==> src/shared/drive_io_pkg.sv <==
// Constants and carrier types for the drive multi-function I/O block
package drive_io_pkg;

	localparam int unsigned CLK_HZ = 200_000_000;
	localparam int unsigned TENTH_S_CYCLES = CLK_HZ / 10;
	localparam int unsigned HUNDREDTH_S_CYCLES = CLK_HZ / 100;

	localparam int unsigned N_IN = 6;
	localparam int unsigned N_RELAY = 3;

	localparam logic [7:0] SEL_UP = 8'h08;
	localparam logic [7:0] SEL_DOWN = 8'h09;
	localparam logic [7:0] SEL_TIMER_IN = 8'h23;
	localparam logic [7:0] SEL_TIMER_OUT = 8'h1B;

	// Delay settings in 0.1 s units, 6000.0 s ceiling
	localparam logic [15:0] TIMER_DELAY_MAX = 16'hEA60;
	// Step width in 0.01 Hz units, 5.00 Hz ceiling
	localparam logic [15:0] STEP_WIDTH_MAX = 16'h01F4;
	// Torque threshold in percent, 150 % ceiling
	localparam logic [7:0] TORQUE_LEVEL_MAX = 8'h96;
	// Braking delay in 0.01 s units, 65.00 s ceiling
	localparam logic [15:0] BRAKE_DELAY_MAX = 16'h1964;
	// Long press boundary: 2 s in 0.1 s units
	localparam logic [15:0] LONG_PRESS_TENTHS = 16'h0014;
	localparam logic [1:0] HOLD_REFRESH = 2'h3;

	typedef logic [N_IN-1:0][7:0] in_sel_t;
	typedef logic [N_RELAY-1:0][7:0] relay_sel_t;

	typedef struct packed {
		logic [15:0] on_delay;
		logic [15:0] off_delay;
	} timer_cfg_s;

	typedef struct packed {
		logic [15:0] step_width;
		logic ramp_set;
		logic [15:0] accel1;
		logic [15:0] decel1;
		logic [15:0] accel2;
		logic [15:0] decel2;
		logic [15:0] upper_limit;
		logic [1:0] hold_mode;
	} updown_cfg_s;

	typedef struct packed {
		logic [15:0] freq_level;
		logic [7:0] torque_level;
		logic [15:0] delay;
	} brake_cfg_s;

	typedef struct packed {
		logic running;
		logic [15:0] out_freq;
		logic [15:0] run_freq;
		logic [7:0] torque;
	} drive_state_s;

endpackage : drive_io_pkg

==> src/hdl/hold_timer.sv <==
// Counts how long a condition has held, in ticks of a fixed length
`timescale 1ns/1ps
`default_nettype none
module hold_timer
	import drive_io_pkg::*;
#(
	parameter int unsigned TICK_CYCLES = TENTH_S_CYCLES
)(
	input wire logic clk,
	input wire logic reset,
	input wire logic run,
	input wire logic [15:0] limit,
	output logic done
);

	localparam int unsigned PW = (TICK_CYCLES > 1) ? $clog2(TICK_CYCLES) : 1;
	localparam logic [PW-1:0] PRE_LAST = PW'(TICK_CYCLES - 1);

	logic [PW-1:0] pre_q, pre_d;
	logic [15:0] cnt_q, cnt_d;

	// Dropping run restarts the count from zero
	always_comb
	begin
		pre_d = '0;
		cnt_d = '0;
		if (run && cnt_q < limit)
		begin
			pre_d = pre_q + PW'(1);
			cnt_d = cnt_q;
			if (pre_q == PRE_LAST)
			begin
				pre_d = '0;
				cnt_d = cnt_q + 16'h0001;
			end
		end
		else if (run)
		begin
			cnt_d = cnt_q;
		end
	end

	always_ff @(posedge clk or posedge reset)
	begin
		if (reset)
		begin
			pre_q <= '0;
			cnt_q <= '0;
		end
		else
		begin
			pre_q <= pre_d;
			cnt_q <= cnt_d;
		end
	end

	assign done = run && (cnt_q >= limit);

endmodule : hold_timer
`default_nettype wire

==> src/hdl/drive_io.sv <==
// Timer relay, up/down frequency reference and brake release logic
// Contract
// RULE1 - Timer needs input code 35 and relay code 27
// RULE2 - Output on after input held for on-delay
// RULE3 - Output off after input low for off-delay
// RULE4 - Input change cancels running delay, output unchanged
// RULE5 - Input code 8 raises, code 9 lowers
// RULE6 - Step width setting 0.00 to 5.00 Hz
// RULE7 - Zero step keeps continuous up/down ramping
// RULE8 - Press under 2 s changes one step
// RULE9 - Press over 2 s ramps at selected rate
// RULE10 - Ramp slope is upper limit over ramp time
// RULE11 - Ramp set select: 0 set one, 1 set two
// RULE12 - Frequency and torque over thresholds, delay, release brake
// RULE13 - User enables frequency agree with brake release
// RULE14 - Brake release best used with frequency hold
// RULE15 - Hold mode 3 press sets run freq plus step
`timescale 1ns/1ps
`default_nettype none
module drive_io
	import drive_io_pkg::*;
#(
	parameter int unsigned TENTH_CYCLES = TENTH_S_CYCLES,
	parameter int unsigned HUNDREDTH_CYCLES = HUNDREDTH_S_CYCLES
)(
	input wire logic clk,
	input wire logic reset,
	input wire logic [N_IN-1:0] input_terminals,
	input wire in_sel_t in_sel,
	input wire relay_sel_t relay_sel,
	input wire timer_cfg_s timer_cfg,
	input wire updown_cfg_s ud_cfg,
	input wire brake_cfg_s brake_cfg,
	input wire drive_state_s drive_state,
	output logic [N_RELAY-1:0] relay_out,
	output logic timer_out,
	output logic [15:0] freq_ref,
	output logic brake_release
);

	logic [N_IN-1:0] term_meta_q, term_sync_q;
	logic timer_in, timer_en, up_in, down_in;
	logic [15:0] on_lim, off_lim, step, brake_lim;
	logic [7:0] tq_lim;

	// Settings beyond their range saturate at the ceiling
	assign on_lim = (timer_cfg.on_delay > TIMER_DELAY_MAX) ? TIMER_DELAY_MAX : timer_cfg.on_delay;
	assign off_lim = (timer_cfg.off_delay > TIMER_DELAY_MAX) ? TIMER_DELAY_MAX
		: timer_cfg.off_delay;
	assign step = (ud_cfg.step_width > STEP_WIDTH_MAX) ? STEP_WIDTH_MAX : ud_cfg.step_width; // RULE6
	assign tq_lim = (brake_cfg.torque_level > TORQUE_LEVEL_MAX) ? TORQUE_LEVEL_MAX
		: brake_cfg.torque_level;
	assign brake_lim = (brake_cfg.delay > BRAKE_DELAY_MAX) ? BRAKE_DELAY_MAX : brake_cfg.delay;

	// Terminals come from switches, two stages before any use
	always_ff @(posedge clk or posedge reset)
	begin
		if (reset)
		begin
			term_meta_q <= '0;
			term_sync_q <= '0;
		end
		else
		begin
			term_meta_q <= input_terminals;
			term_sync_q <= term_meta_q;
		end
	end

	always_comb
	begin
		logic in_has, out_has;
		in_has = 1'b0;
		out_has = 1'b0;
		timer_in = 1'b0;
		up_in = 1'b0;
		down_in = 1'b0;
		for (int i = 0; i < N_IN; i++)
		begin
			if (in_sel[i] == SEL_TIMER_IN)
			begin
				in_has = 1'b1;
				timer_in = timer_in | term_sync_q[i];
			end
			up_in = up_in | (term_sync_q[i] && in_sel[i] == SEL_UP); // RULE5
			down_in = down_in | (term_sync_q[i] && in_sel[i] == SEL_DOWN); // RULE5
		end
		for (int j = 0; j < N_RELAY; j++)
		begin
			out_has = out_has | (relay_sel[j] == SEL_TIMER_OUT);
		end
		timer_en = in_has && out_has; // RULE1
	end

	// Timer relay
	logic tout_q, tout_d, on_done, off_done;
	logic [N_RELAY-1:0] relay_q, relay_d;

	hold_timer #(.TICK_CYCLES(TENTH_CYCLES)) on_timer (
		.clk(clk),
		.reset(reset),
		.run(timer_en && timer_in && !tout_q), // RULE4
		.limit(on_lim),
		.done(on_done)
	);

	hold_timer #(.TICK_CYCLES(TENTH_CYCLES)) off_timer (
		.clk(clk),
		.reset(reset),
		.run(timer_en && !timer_in && tout_q), // RULE4
		.limit(off_lim),
		.done(off_done)
	);

	always_comb
	begin
		tout_d = tout_q;
		if (!timer_en)
		begin
			tout_d = 1'b0; // RULE1
		end
		else if (on_done)
		begin
			tout_d = 1'b1; // RULE2
		end
		else if (off_done)
		begin
			tout_d = 1'b0; // RULE3
		end
		for (int j = 0; j < N_RELAY; j++)
		begin
			relay_d[j] = tout_d && (relay_sel[j] == SEL_TIMER_OUT);
		end
	end

	always_ff @(posedge clk or posedge reset)
	begin
		if (reset)
		begin
			tout_q <= 1'b0;
			relay_q <= '0;
		end
		else
		begin
			tout_q <= tout_d;
			relay_q <= relay_d;
		end
	end

	assign timer_out = tout_q;
	assign relay_out = relay_q;

	// Up/down frequency reference
	logic press, dir_up, long_done;
	logic press_q, dir_q, long_q, taken_q;
	logic press_d, dir_d, long_d, taken_d;
	logic [15:0] freq_q, freq_d, ramp_time;
	logic [31:0] acc_q, acc_d;
	logic [$clog2(TENTH_CYCLES)-1:0] tick_q, tick_d;
	logic tick, ramping;

	// Both keys together count as no command
	assign press = up_in ^ down_in;
	assign dir_up = up_in;

	hold_timer #(.TICK_CYCLES(TENTH_CYCLES)) long_timer (
		.clk(clk),
		.reset(reset),
		.run(press && press_q && dir_q == dir_up),
		.limit(LONG_PRESS_TENTHS),
		.done(long_done)
	);

	always_comb
	begin
		if (ud_cfg.ramp_set) // RULE11
		begin
			ramp_time = dir_q ? ud_cfg.accel2 : ud_cfg.decel2;
		end
		else
		begin
			ramp_time = dir_q ? ud_cfg.accel1 : ud_cfg.decel1;
		end
	end

	assign tick = (tick_q == ($clog2(TENTH_CYCLES))'(TENTH_CYCLES - 1));
	assign ramping = press_q && press && dir_q == dir_up
		&& (step == 16'h0000 || long_done); // RULE7 RULE9

	always_comb
	begin
		logic [16:0] sum;
		press_d = press;
		dir_d = press ? dir_up : dir_q;
		long_d = press_q && press && (long_q || long_done);
		taken_d = press && press_q && taken_q;
		freq_d = freq_q;
		acc_d = '0;
		tick_d = tick ? '0 : tick_q + 1'b1;
		sum = '0;
		if (press && !press_q && ud_cfg.hold_mode == HOLD_REFRESH && drive_state.running
			&& drive_state.out_freq < freq_q)
		begin
			sum = {1'b0, drive_state.run_freq} + {1'b0, step}; // RULE15
			freq_d = sum[15:0];
			taken_d = 1'b1;
		end
		else if (!press && press_q && step != 16'h0000 && !long_q && !taken_q)
		begin
			// Short press applies one step on release
			sum = dir_q ? {1'b0, freq_q} + {1'b0, step} : {1'b0, freq_q} - {1'b0, step}; // RULE8
			if (!dir_q && step > freq_q)
			begin
				sum = '0;
			end
			freq_d = sum[15:0];
		end
		else if (ramping)
		begin
			// Error-free slope: add the limit per tick, spend ramp time per LSB
			acc_d = tick ? acc_q + {16'h0000, ud_cfg.upper_limit} : acc_q; // RULE10
			if (ramp_time == 16'h0000)
			begin
				freq_d = dir_q ? ud_cfg.upper_limit : 16'h0000;
			end
			else if (!tick && acc_q >= {16'h0000, ramp_time})
			begin
				acc_d = acc_q - {16'h0000, ramp_time}; // RULE9
				if (dir_q && freq_q < ud_cfg.upper_limit)
				begin
					freq_d = freq_q + 16'h0001;
				end
				else if (!dir_q && freq_q != 16'h0000)
				begin
					freq_d = freq_q - 16'h0001;
				end
			end
		end
		if (sum[16] || freq_d > ud_cfg.upper_limit)
		begin
			freq_d = ud_cfg.upper_limit;
		end
	end

	always_ff @(posedge clk or posedge reset)
	begin
		if (reset)
		begin
			press_q <= 1'b0;
			dir_q <= 1'b0;
			long_q <= 1'b0;
			taken_q <= 1'b0;
			freq_q <= '0;
			acc_q <= '0;
			tick_q <= '0;
		end
		else
		begin
			press_q <= press_d;
			dir_q <= dir_d;
			long_q <= long_d;
			taken_q <= taken_d;
			freq_q <= freq_d;
			acc_q <= acc_d;
			tick_q <= tick_d;
		end
	end

	assign freq_ref = freq_q;

	// Brake release
	logic brake_cond, brake_done, brake_q, brake_d;

	// Frequency agree setup and hold use stay with the user
	assign brake_cond = drive_state.running && drive_state.out_freq > brake_cfg.freq_level
		&& drive_state.torque > tq_lim; // RULE12

	hold_timer #(.TICK_CYCLES(HUNDREDTH_CYCLES)) brake_timer (
		.clk(clk),
		.reset(reset),
		.run(brake_cond),
		.limit(brake_lim),
		.done(brake_done)
	);

	always_comb
	begin
		// Brake closes on the next clock after the condition drops, with no delay
		brake_d = brake_done; // RULE12
	end

	always_ff @(posedge clk or posedge reset)
	begin
		if (reset)
		begin
			brake_q <= 1'b0;
		end
		else
		begin
			brake_q <= brake_d;
		end
	end

	assign brake_release = brake_q;

endmodule : drive_io
`default_nettype wire

==> config.mk <==
export PLATFORM = sky130hd
export DESIGN_NAME = drive_io
export DESIGN_NICKNAME = d
export VERILOG_FILES = /design/src/shared/drive_io_pkg.sv /design/src/hdl/hold_timer.sv /design/src/hdl/drive_io.sv
export SDC_FILE = /design/constraint.sdc
export NUM_CORES = 1
export LEC_CHECK = 0
export ABC_AREA = 0
export BUFFER_PORTS_ARGS = -buffer_cell sky130_fd_sc_hd__buf_4
export CORE_AREA = 2 2 295 210
export CTS_BUF_LIST = sky130_fd_sc_hd__clkbuf_2 sky130_fd_sc_hd__clkbuf_4 sky130_fd_sc_hd__clkbuf_8
export DETAILED_ROUTE_END_ITERATION = 10
export DIE_AREA = 0 0 297 212
export PLACE_DENSITY = 0.55
export SLEW_MARGIN = 20
export SYNTH_ARGS = -nofsm -noshare
export SYNTH_HDL_FRONTEND = slang
export SYNTH_SLANG_ARGS = --single-unit
==> constraint.sdc <==
create_clock -name clk -period 6.8 [get_ports clk]
set_clock_uncertainty 0.05 [all_clocks]
set_input_delay 0.34 -clock clk [delete_from_list [all_inputs] [get_ports clk]]
set_output_delay 0.34 -clock clk [all_outputs]
set_load 0.1 [all_outputs]
=== Word-level counts from Yosys, hierarchy flattened ===
Index checks and enable logic that the tools add are counted.

* Magnitude comparators: 20
* Bitwise gates (word level): 18
* Equal/unequal tests: 36
* Reductions and logical operators: 66
* $add $sub $neg: 16
* Muxes and demuxes: 64

{| class="wikitable"
|+ Operator list
! kind !! number
|-
| 2-to-1 mux 16 bit || 28
|-
| 2-to-1 mux 32 bit || 6
|-
| 2-to-1 mux 25 bit || 7
|-
| adder 25 x 1 -> 25 bit (second input constant) || 4
|-
| equality test 25 bit (second input constant) || 4
|-
| equality test 8 x 4 -> 1 bit (second input constant) || 12
|-
| adder 16 x 1 -> 16 bit (second input constant) || 5
|-
| < comparator 16 bit || 5
|-
| 2-to-1 mux 17 bit || 4
|-
| equality test 8 x 6 -> 1 bit (second input constant) || 6
|-
| >= comparator 16 bit || 3
|-
| > comparator 16 bit || 3
|-
| logical AND 1 bit || 47
|-
| 2-to-1 mux 21 bit || 2
|-
| adder 16 x 16 -> 17 bit || 2
|-
| adder 32 x 16 -> 32 bit || 1
|-
| >= comparator 32 x 16 -> 1 bit || 1
|-
| > comparator 16 bit (second input constant) || 2
|-
| logical NOT 16 bit || 2
|-
| nonzero test 16 bit || 2
|-
| subtractor 32 x 16 -> 32 bit || 1
|-
| equality test 8 x 5 -> 1 bit (second input constant) || 3
|-
| adder 21 x 1 -> 21 bit (second input constant) || 1
|-
| equality test 21 bit (second input constant) || 1
|-
| other kinds (18) || 68
|}

* Output and inout bits: 21
* Word-level logic and storage cells: 240
* Input bits: 292
* Flip-flop bits (word level): 254

=== Logic depth before layout (Yosys ltp) ===
Gate-level depths: netlist of run 1.

* Depth in word-level cells: 20
* Mapped depth: 27
* Mapped depth without buffers: 25

=== Modules after synthesis ===
Synthesis of run 1 repeated with hierarchy kept, for this count alone.

* Cell total of the unflattened synthesis: 2,682
* Area total of the unflattened synthesis: 22,557.9 um^2

{| class="wikitable"
|+ By module, submodules not included
! module !! seq. area each (um^2) !! area an instance (um^2) !! instances !! cells an instance
|-
| drive_io || 2,352.3 || 12,612.1 || 1 || 1,571
|-
| hold_timer at long_timer ... || 1,026.0 || 2,543.7 || 2 || 285
|-
| hold_timer at on_timer || 1,026.0 || 2,506.2 || 1 || 284
|-
| hold_timer at brake_timer || 925.9 || 2,352.3 || 1 || 257
|}

=== Worst setup path after synthesis of run 1 ===
OpenSTA, ideal clock, no wires.

* Path type: input port to flip-flop
* From: input ud_cfg[95] (netlist bit)
* To: register freq_q[10] (netlist: freq_ref[10])
* Data arrival time: 5.302 ns
* Path buffers: 2
* Data required time: 6.622 ns
* Setup slack: 1.321 ns
* Cell stages on the path: 24
* Library setup time: 0.128 ns
* Cells stage by stage: nor4_1 -> nand2_1 -> a31oi_1 -> and2_1 -> ha_1 -> inv_1 -> fa_1 -> nor2b_1 -> o311a_1 -> o211a_1 -> a311oi_1 -> nor3b_1 -> a2111oi_0 -> xnor2_1 -> a211oi_2 -> a21oi_2 -> ha_1 -> a211o_1 -> a21oi_1 -> a21oi_1 -> or3_1 -> buf_2 -> buf_2 -> mux2_1

* Word-level cells in the longest chain between the ends: 11
* Elaborated cells on any way between the ends: 24
* Those cells by class: add/sub (3); order compare (3); mux (9); reduce/logical (9)

{| class="wikitable"
|+ Ends and longest elaborated chain
! item !! RTL line !! RTL
|-
| start: declaration || drive_io.sv:32 || <nowiki>input wire updown_cfg_s ud_cfg,</nowiki>
|-
| > comparator 16 x 9 -> 1 bit || drive_io.sv:50 || <nowiki>assign step = (ud_cfg.step_width > STEP_WIDTH_MAX) ? STEP_WIDTH_MAX : ud_cfg.step_width;</nowiki>
|-
| 2-to-1 mux 16 bit (*) || drive_io.sv:50 ||
|-
| branches (longest 8 deep; another with subtractor 16 x 16 -> 17 bit) || n/a ||
|-
| 2-to-1 mux 16 bit (*) || drive_io.sv:239 || <nowiki>if (sum[16] || freq_d > ud_cfg.upper_limit)</nowiki>
|-
| net freq_d[10] || drive_io.sv:157 || <nowiki>logic [15:0] freq_q, freq_d, ramp_time;</nowiki>
|-
| end signal: assignment || drive_io.sv:263 || <nowiki>freq_q <= freq_d;</nowiki>
|-
| end: declaration || drive_io.sv:157 ||
|}

Mark *: on every way through the listed nets, which the timed path passes.
A chain may end at the register's enable or synchronous reset.

=== Worst setup path after layout of run 1 ===
* From: register dir_q
* To: register freq_q[12] (netlist: freq_ref[12])

* Word-level cells in the longest chain between the ends: 12
* Elaborated cells on any way between the ends: 30
* Those cells by class: order compare (2); eq/ne (1); mux (16); reduce/logical (11)

{| class="wikitable"
|+ Ends and longest elaborated chain
! item !! RTL line !! RTL
|-
| start: declaration || drive_io.sv:155 || <nowiki>logic press_q, dir_q, long_q, taken_q;</nowiki>
|-
| start signal: assignment || drive_io.sv:260 || <nowiki>dir_q <= dir_d;</nowiki>
|-
| 2-to-1 mux 16 bit (tied with other cells) || drive_io.sv:182 || <nowiki>ramp_time = dir_q ? ud_cfg.accel1 : ud_cfg.decel1;</nowiki>
|-
| 2-to-1 mux 16 bit / logical AND 1 bit (equally long branches) || drive_io.sv:176, drive_io.sv:233 ||
|-
| >= comparator 32 x 16 -> 1 bit / 2-to-1 mux 16 bit (equally long branches) || drive_io.sv:226, drive_io.sv:233 ||
|-
| logical AND 1 bit / 2-to-1 mux 16 bit (equally long branches) || drive_io.sv:226, drive_io.sv:229 ||
|-
| 2-to-1 mux 16 bit || drive_io.sv:226 || <nowiki>else if (!tick && acc_q >= {16'h0000, ramp_time})</nowiki>
|-
| 2-to-1 mux 16 bit || drive_io.sv:222 || <nowiki>if (ramp_time == 16'h0000)</nowiki>
|-
| 2-to-1 mux 16 bit || drive_io.sv:218 || <nowiki>else if (ramping)</nowiki>
|-
| 2-to-1 mux 16 bit || drive_io.sv:208 || <nowiki>else if (!press && press_q && step != 16'h0000 && !long_q && !taken_q)</nowiki>
|-
| 2-to-1 mux 16 bit || drive_io.sv:201 || <nowiki>if (press && !press_q && ud_cfg.hold_mode == HOLD_REFRESH && drive_state.running</nowiki>
|-
| > comparator 16 bit || drive_io.sv:239 ||
|-
| logical OR 1 bit || drive_io.sv:239 ||
|-
| 2-to-1 mux 16 bit (*) || drive_io.sv:239 ||
|-
| net freq_d[12] || drive_io.sv:157 ||
|}

Mark *: on every way through the listed nets, which the timed path passes. The rest lies on a longest branch.

==> results of run 1 <==
[worst min-delay path by stage]
stage                               from              to  slack [ns]  cells after the start
after CTS                      ud_cfg[4]     freq_ref[2]       0.004                      2
after global routing           ud_cfg[4]     freq_ref[2]        0.02                      2
after global placement    term_meta_q[4]  term_sync_q[4]        0.28                      0
after detailed placement  term_meta_q[0]  term_sync_q[0]        0.28                      0
after floorplan           term_meta_q[0]  term_sync_q[0]        0.28                      0
final                          ud_cfg[4]     freq_ref[2]        0.04                      2
[cells in the mapped netlist (31+ instances only)]
| cell type | number | share of area, % |
|---|---|---|
| a211oi_1 | 31 | 1.1 |
| a21o_1 | 49 | 1.8 |
| a21oi_1 | 121 | 2.9 |
| and3_1 | 55 | 1.6 |
| clkbuf_1 | 48 | 0.86 |
| dfrtp_1 | 254 | 30 |
| ha_1 | 211 | 13 |
| inv_1 | 140 | 2.5 |
| nand2_1 | 188 | 3.4 |
| nand3_1 | 108 | 2.6 |
| nand4_1 | 68 | 2.0 |
| nor2_1 | 304 | 5.5 |
| nor2b_1 | 43 | 1.3 |
| nor3_1 | 59 | 1.4 |
| nor4_1 | 44 | 1.3 |
| o21a_1 | 40 | 1.4 |
| o21ai_0 | 85 | 2.0 |
| or3_1 | 31 | 0.93 |
| xnor2_1 | 89 | 3.7 |
| xor2_1 | 124 | 5.2 |
[worst register-to-register path, cell delays in order (launching register included)]
cell and delay (ns):
dfrtp_2 0.70, mux4_2 0.59, inv_1 0.08, ha_1 0.30, and4_1 0.33, and3_1 0.20
a221oi_1 0.43, a311o_1 0.34, o21ai_0 0.18, a221oi_1 0.30, a21bo_2 0.27, ha_1 0.28
nor2b_1 0.13, o21ai_0 0.14, nand2b_1 0.08, a21oi_1 0.14, o21ai_0 0.09, a21oi_1 0.16
a21oi_1 0.08, or3_1 0.39, buf_4 0.19, mux2_1 0.32
[power breakdown]
part	switching [mW]	total [mW]	internal, mW
combinational	1.55	2.45	0.907
sequential	0.187	1.75	1.56
clock	0.709	1.63	0.926
total	2.44	5.84	3.39
[cell families (layout without fill, tap and decap cells)]
logic type | after synthesis | after routing | share of synthesized area (%)
xor gates and xnor gates | 213 | 213 | 8.941
adders and majority gates | 216 | 216 | 13.13
buffers and inverters | 205 | 595 | 3.880
muxes | 37 | 37 | 2.824
AOI/OAI and AO/OA | 493 | 493 | 15.86
DFF | 254 | 254 | 30.46
and+or+nand+nor | 1027 | 1027 | 24.86
other | 2 | 27 | 0.03599
[sequential cells by signal, indices dropped and copies added (netlist names), 3 cells and up]
register and flops:
acc_q 32, freq_ref 16, long_timer.pre_q 25, long_timer.cnt_q 16, tick_q 25, on_timer.pre_q 25
off_timer.pre_q 25, brake_timer.pre_q 21, term_meta_q 6, brake_timer.cnt_q 16, on_timer.cnt_q 16, off_timer.cnt_q 16
term_sync_q 6, relay_out 3
[per-stage QoR]
step / util, % / instances
floorplan: - / 2469
global placement: 40.22 / 3570
detailed placement: 40.22 / 3570
CTS: 42.39 / 3678
global route: 42.39 / 3680
finish: 42.40 / 3681
[repair_timing]
action,4_1_cts,5_1_grt
gates resized for setup,0,0
hold buffers,28,0
endpoints found under the hold margin,62,0
[area by class of cell]
cell class	instances	area, um2	area share, %
multi-input combinational	2010	13790	53.77
clock inverter	11	128.9	0.5026
tap	819	1025	3.996
clock buffer	69	899.6	3.508
timing repair buffer	374	2903	11.32
inverter	141	533.0	2.079
antenna	3	7.507	0.02928
sequential	254	6357	24.79
[layer usage]
metal  share of wire, %  vias up
met1                 48     9570
li1                   -     9590
met5                  0        -
met4                2.2        0
met3                7.3      109
met2                 43      594
==> qor.csv, run 1 <==
metric,value,unit
first-pass GRT wire length,107100,um
final-stage net count,3334,
largest net degree at the start of global routing,119,
cell area after synthesis,20870,um2
Vias,19860,
# IOs,313,
Overall Global Routing Usage,21.05,%
post-DP HPWL,53310,um
ys flop type,dfrtp_1,
Total Routed Length,67510,um
Ys Warns,0,
worst path required time,7.24,ns
"Critical Path, Cell by Cell","mux4_2, inv_1, ha_1, and4_1, and3_1, a221oi_1, a311o_1, o21ai_0, a221oi_1, a21bo_2, ha_1, nor2b_1, o21ai_0, nand2b_1, a21oi_1, o21ai_0, a21oi_1, a21oi_1, or3_1, buf_4, mux2_1",
"Hold Vio Cnt, Final",0,
Unique masters post-synth,95,
CORE AREA,60480,um2
clk root buf,clkbuf_8,
ANT nets after route,0,
count of endpoints failing setup in the final report,0,
total power,5.837,mW
min-delay worst type,input pin to flop,
sequential fraction of the synthesis area,30.46,%
Buf/Inv on CP,2,
H-tree Lvls,2,
critical path endpoint category,flop,
fin. max-slew vios,0,
met3 Use GR,4.956,%
Rel. slew slack,40.51,%
met1 usage in global routing,30.61,%
fin crit period,5.902,ns
dpl cell area,24330,um2
grt total ovfl,0,
Critical R2R Capture,freq_ref[12],
Worst setup SP type,flop,
Crit-path slowest cell,dfrtp_2,
Die H,212,um
unrepaired setup endpoints after global routing,false,
R2R cell count,21,
PnR worst setup slack,0.8984,ns
"slowest stage delay, CP",0.70,ns
Syn Area/Cell,8.527,um2
total CTS buffers,45,
CP Max Fanout,17,
initial antenna violation count,3,
Leakage,11.67,nW
worst slack at placement,0.5490,ns
"commonest cells after routing, fill and taps aside","buf_4 (344), nor2_1 (304), dfrtp_1 (253)",
number of flops mapped to enable cells by yosys,0,
# DRC,0,
Vias/cell,5.396,
Achievable Freq,169.4,MHz
clk slew on worst S/H paths,0.06,ns
Worst path top cell family by delay,compound AO/OA/AOI/OAI gates,
final period utilization,86.79,%
post-route setup TNS,0,ns
peak supply drop,0.0002145,V
CP startpoint,dir_q,
GR Util met2,31.41,%
pwr dens,227.6,nW/um2
GP Congestion,0.9825,
Worst-Skew Late Latency,0.61,ns
initial core utilization,34.50,%
CTS sink count,254,
Critical Path AT,6.34,ns
Mapped Cells,2447,
layout cells sized above 1,17.14,%
final instance area,25640,um2
WS Path Type,flop to flop,
die width,297,um
R2R Setup Slk,0.90,ns
PortBufs,312,
CTS tree,yes,
CP Capture Point,freq_ref[12],
Routed WL per cell,18.34,um
row cnt,76,
"Async S/R FF share, synth",100.0,%
vias in the first global route,19490,
global route hottest layer,met2,
DR iter-0 viols,1548,
die area,62960,um2
"commonest non-fill, non-tap cell in the layout",buf_4,
hold slack final,0.03835,ns
worst slew pin tran,0.8905,ns
Max Cap Viol,0,
# fillers,6120,
Area growth syn-to-layout,22.90,%
Yosys reg bits,254,
CTS Buffer Depth,3,
Post-CTS Setup Bufs,0,
status,"finished, final reports clean",
Pre-Repair DR Iteration Count,6,
WP depth,21,
R2R Path Start,dir_q,
Note: power is estimated with default switching activity, not from simulation.
==> run 2: changes to the inputs <==
Settings changed: PLACE_DENSITY 0.55 to 0.53.
Clock period 6.8 ns to 6.5 ns, I/O delays scaled along.
==> run 2 against run 1 <==
Net effect:
- power grew 5.3%
- sequential share of layout area shrank 0.052 points
- design area grew 0.21%
- combinational power grew 7%
- critical endpoint unchanged
- worst hold slack gained 0.081 ns
- via count shrank 0.64%
- flip-flop and latch count is the same
- clock power grew 6%
- first-iteration DRC count grew 6.3%
- die area is the same
==> qor.csv, run 2 (same netlist as run 1, synthesis figures left out) <==
metric,value,unit
Critical Path AT,6.40,ns
DR iter-0 viols,1646,
fin crit period,5.973,ns
CP Capture Point,freq_ref[12],
vias in the first global route,19450,
largest net degree at the start of global routing,178,
WS Path Type,flop to flop,
R2R cell count,21,
Leakage,11.70,nW
CTS Buffer Depth,3,
fin. max-slew vios,0,
peak supply drop,0.0002471,V
CP startpoint,dir_q,
number of flip-flops in the largest register,32,
H-tree Lvls,2,
Die H,212,um
Max Cap Viol,0,
clk root buf,clkbuf_8,
pwr dens,239.1,nW/um2
initial antenna violation count,2,
Vias,19740,
ANT nets after route,0,
CTS tree,yes,
worst slew pin tran,1.003,ns
"Most flops, register",acc_q,
Worst-Skew Late Latency,0.63,ns
unrepaired setup endpoints after global routing,false,
initial core utilization,34.50,%
first-pass GRT wire length,107200,um
Pre-Repair DR Iteration Count,5,
Vias/cell,5.353,
"Hold Vio Cnt, Final",0,
post-DP HPWL,53250,um
CORE AREA,60480,um2
"commonest cells after routing, fill and taps aside","buf_4 (347), nor2_1 (304), dfrtp_1 (253)",
multi-input logic area,13790,um2
storage element area,6357,um2
Overall Global Routing Usage,21.20,%
# IOs,313,
clk slew on worst S/H paths,0.07,ns
GP Congestion,0.9587,
final instance area,25700,um2
final-stage net count,3340,
Critical R2R Capture,freq_ref[12],
# fillers,6061,
Rel. slew slack,32.45,%
PortBufs,312,
CTS sink count,254,
die area,62960,um2
grt total ovfl,0,
"commonest non-fill, non-tap cell in the layout",buf_4,
layout cells sized above 1,17.37,%
CP Max Fanout,17,
Total Routed Length,67770,um
dpl cell area,24330,um2
die width,297,um
# DRC,0,
critical path endpoint category,flop,
Area growth syn-to-layout,23.15,%
status,"finished, final reports clean",
count of endpoints failing setup in the final report,0,
total CTS buffers,47,
post-route setup TNS,0,ns
min-delay worst type,input pin to async pin,
R2R Path Start,dir_q,
row cnt,76,
Routed WL per cell,18.38,um
Achievable Freq,167.4,MHz
R2R Setup Slk,0.53,ns
worst path required time,6.92,ns
Worst setup SP type,flop,
final period utilization,91.89,%
## run 2: layer usage
| metal | share of wire (%) | routed length [um] | vias to the layer above | GRT usage, % |
|---|---|---|---|---|
| met5 | 0.019 | 13 | - | 0 |
| met4 | 2.1 | 1412 | 2 | 5.172 |
| li1 | - | - | 9602 | - |
| met3 | 7.3 | 4920 | 101 | 5.314 |
| met1 | 48 | 32760 | 9445 | 30.87 |
| met2 | 42 | 28660 | 585 | 31.26 |
## run 2: stage by stage
step | hold slack (ns) | power (mW) | setup WS (ns) | instances | utilization (%)
2_1_floorplan | 0.2812 | 3.461 | 1.036 | 2469 | -
3_3_place_gp | 0.2147 | 4.372 | 0.5007 | 3572 | 40.23
3_5_place_dp | 0.2150 | 4.366 | 0.4052 | 3572 | 40.23
4_1_cts | 0.07200 | 6.161 | 0.3875 | 3685 | 42.43
5_1_grt | 0.1085 | 6.505 | 0.1337 | 3687 | 42.49
6_report | 0.1194 | 6.144 | 0.5271 | 3687 | 42.49
## run 2: power breakdown
| group | internal (mW) | switching [mW] |
|---|---|---|
| Combinational | 0.960 | 1.67 |
| Clock | 0.977 | 0.750 |
| Sequential | 1.63 | 0.151 |
| Total | 3.57 | 2.57 |
## run 2: worst max-delay path: stages (launching register included)
cell	delay, ns
dfrtp_2	0.70
mux4_2	0.60
inv_1	0.08
ha_1	0.27
and4_1	0.30
and3_1	0.19
a221oi_1	0.47
a311o_1	0.36
o21ai_0	0.16
a221oi_1	0.33
a21bo_2	0.29
ha_1	0.28
nor2b_1	0.13
o21ai_0	0.16
nand2b_1	0.08
a21oi_1	0.13
o21ai_0	0.09
a21oi_1	0.16
a21oi_1	0.08
or3_1	0.40
buf_4	0.19
mux2_1	0.33
## run 2: worst min-delay path by stage
stage,end,slack [ns],cells after the start
floorplan,term_sync_q[0],0.28,0
global placement,brake_release,0.21,2
detailed placement,brake_release,0.22,2
CTS,brake_release,0.07,3
global route,brake_release,0.11,3
finish,brake_release,0.12,3
## run 2: repair_timing
item | 4_1_cts | 5_1_grt
hold buffers | 29 | 0
resized for setup | 0 | 1
endpoints found under the setup margin | 0 | 10
endpoints found under the hold margin | 29 | 0
setup buffers | 0 | 0
## run 2: layout make-up
class | count | share of cell area (%)
clock buffers | 71 | 3.535
repair buffers | 378 | 11.45
diodes | 1 | 0.009739
multi-input cells | 2010 | 53.68
well taps | 819 | 3.988
clock inverters | 13 | 0.5161
inverters | 141 | 2.074
flip-flops and latches | 254 | 24.74
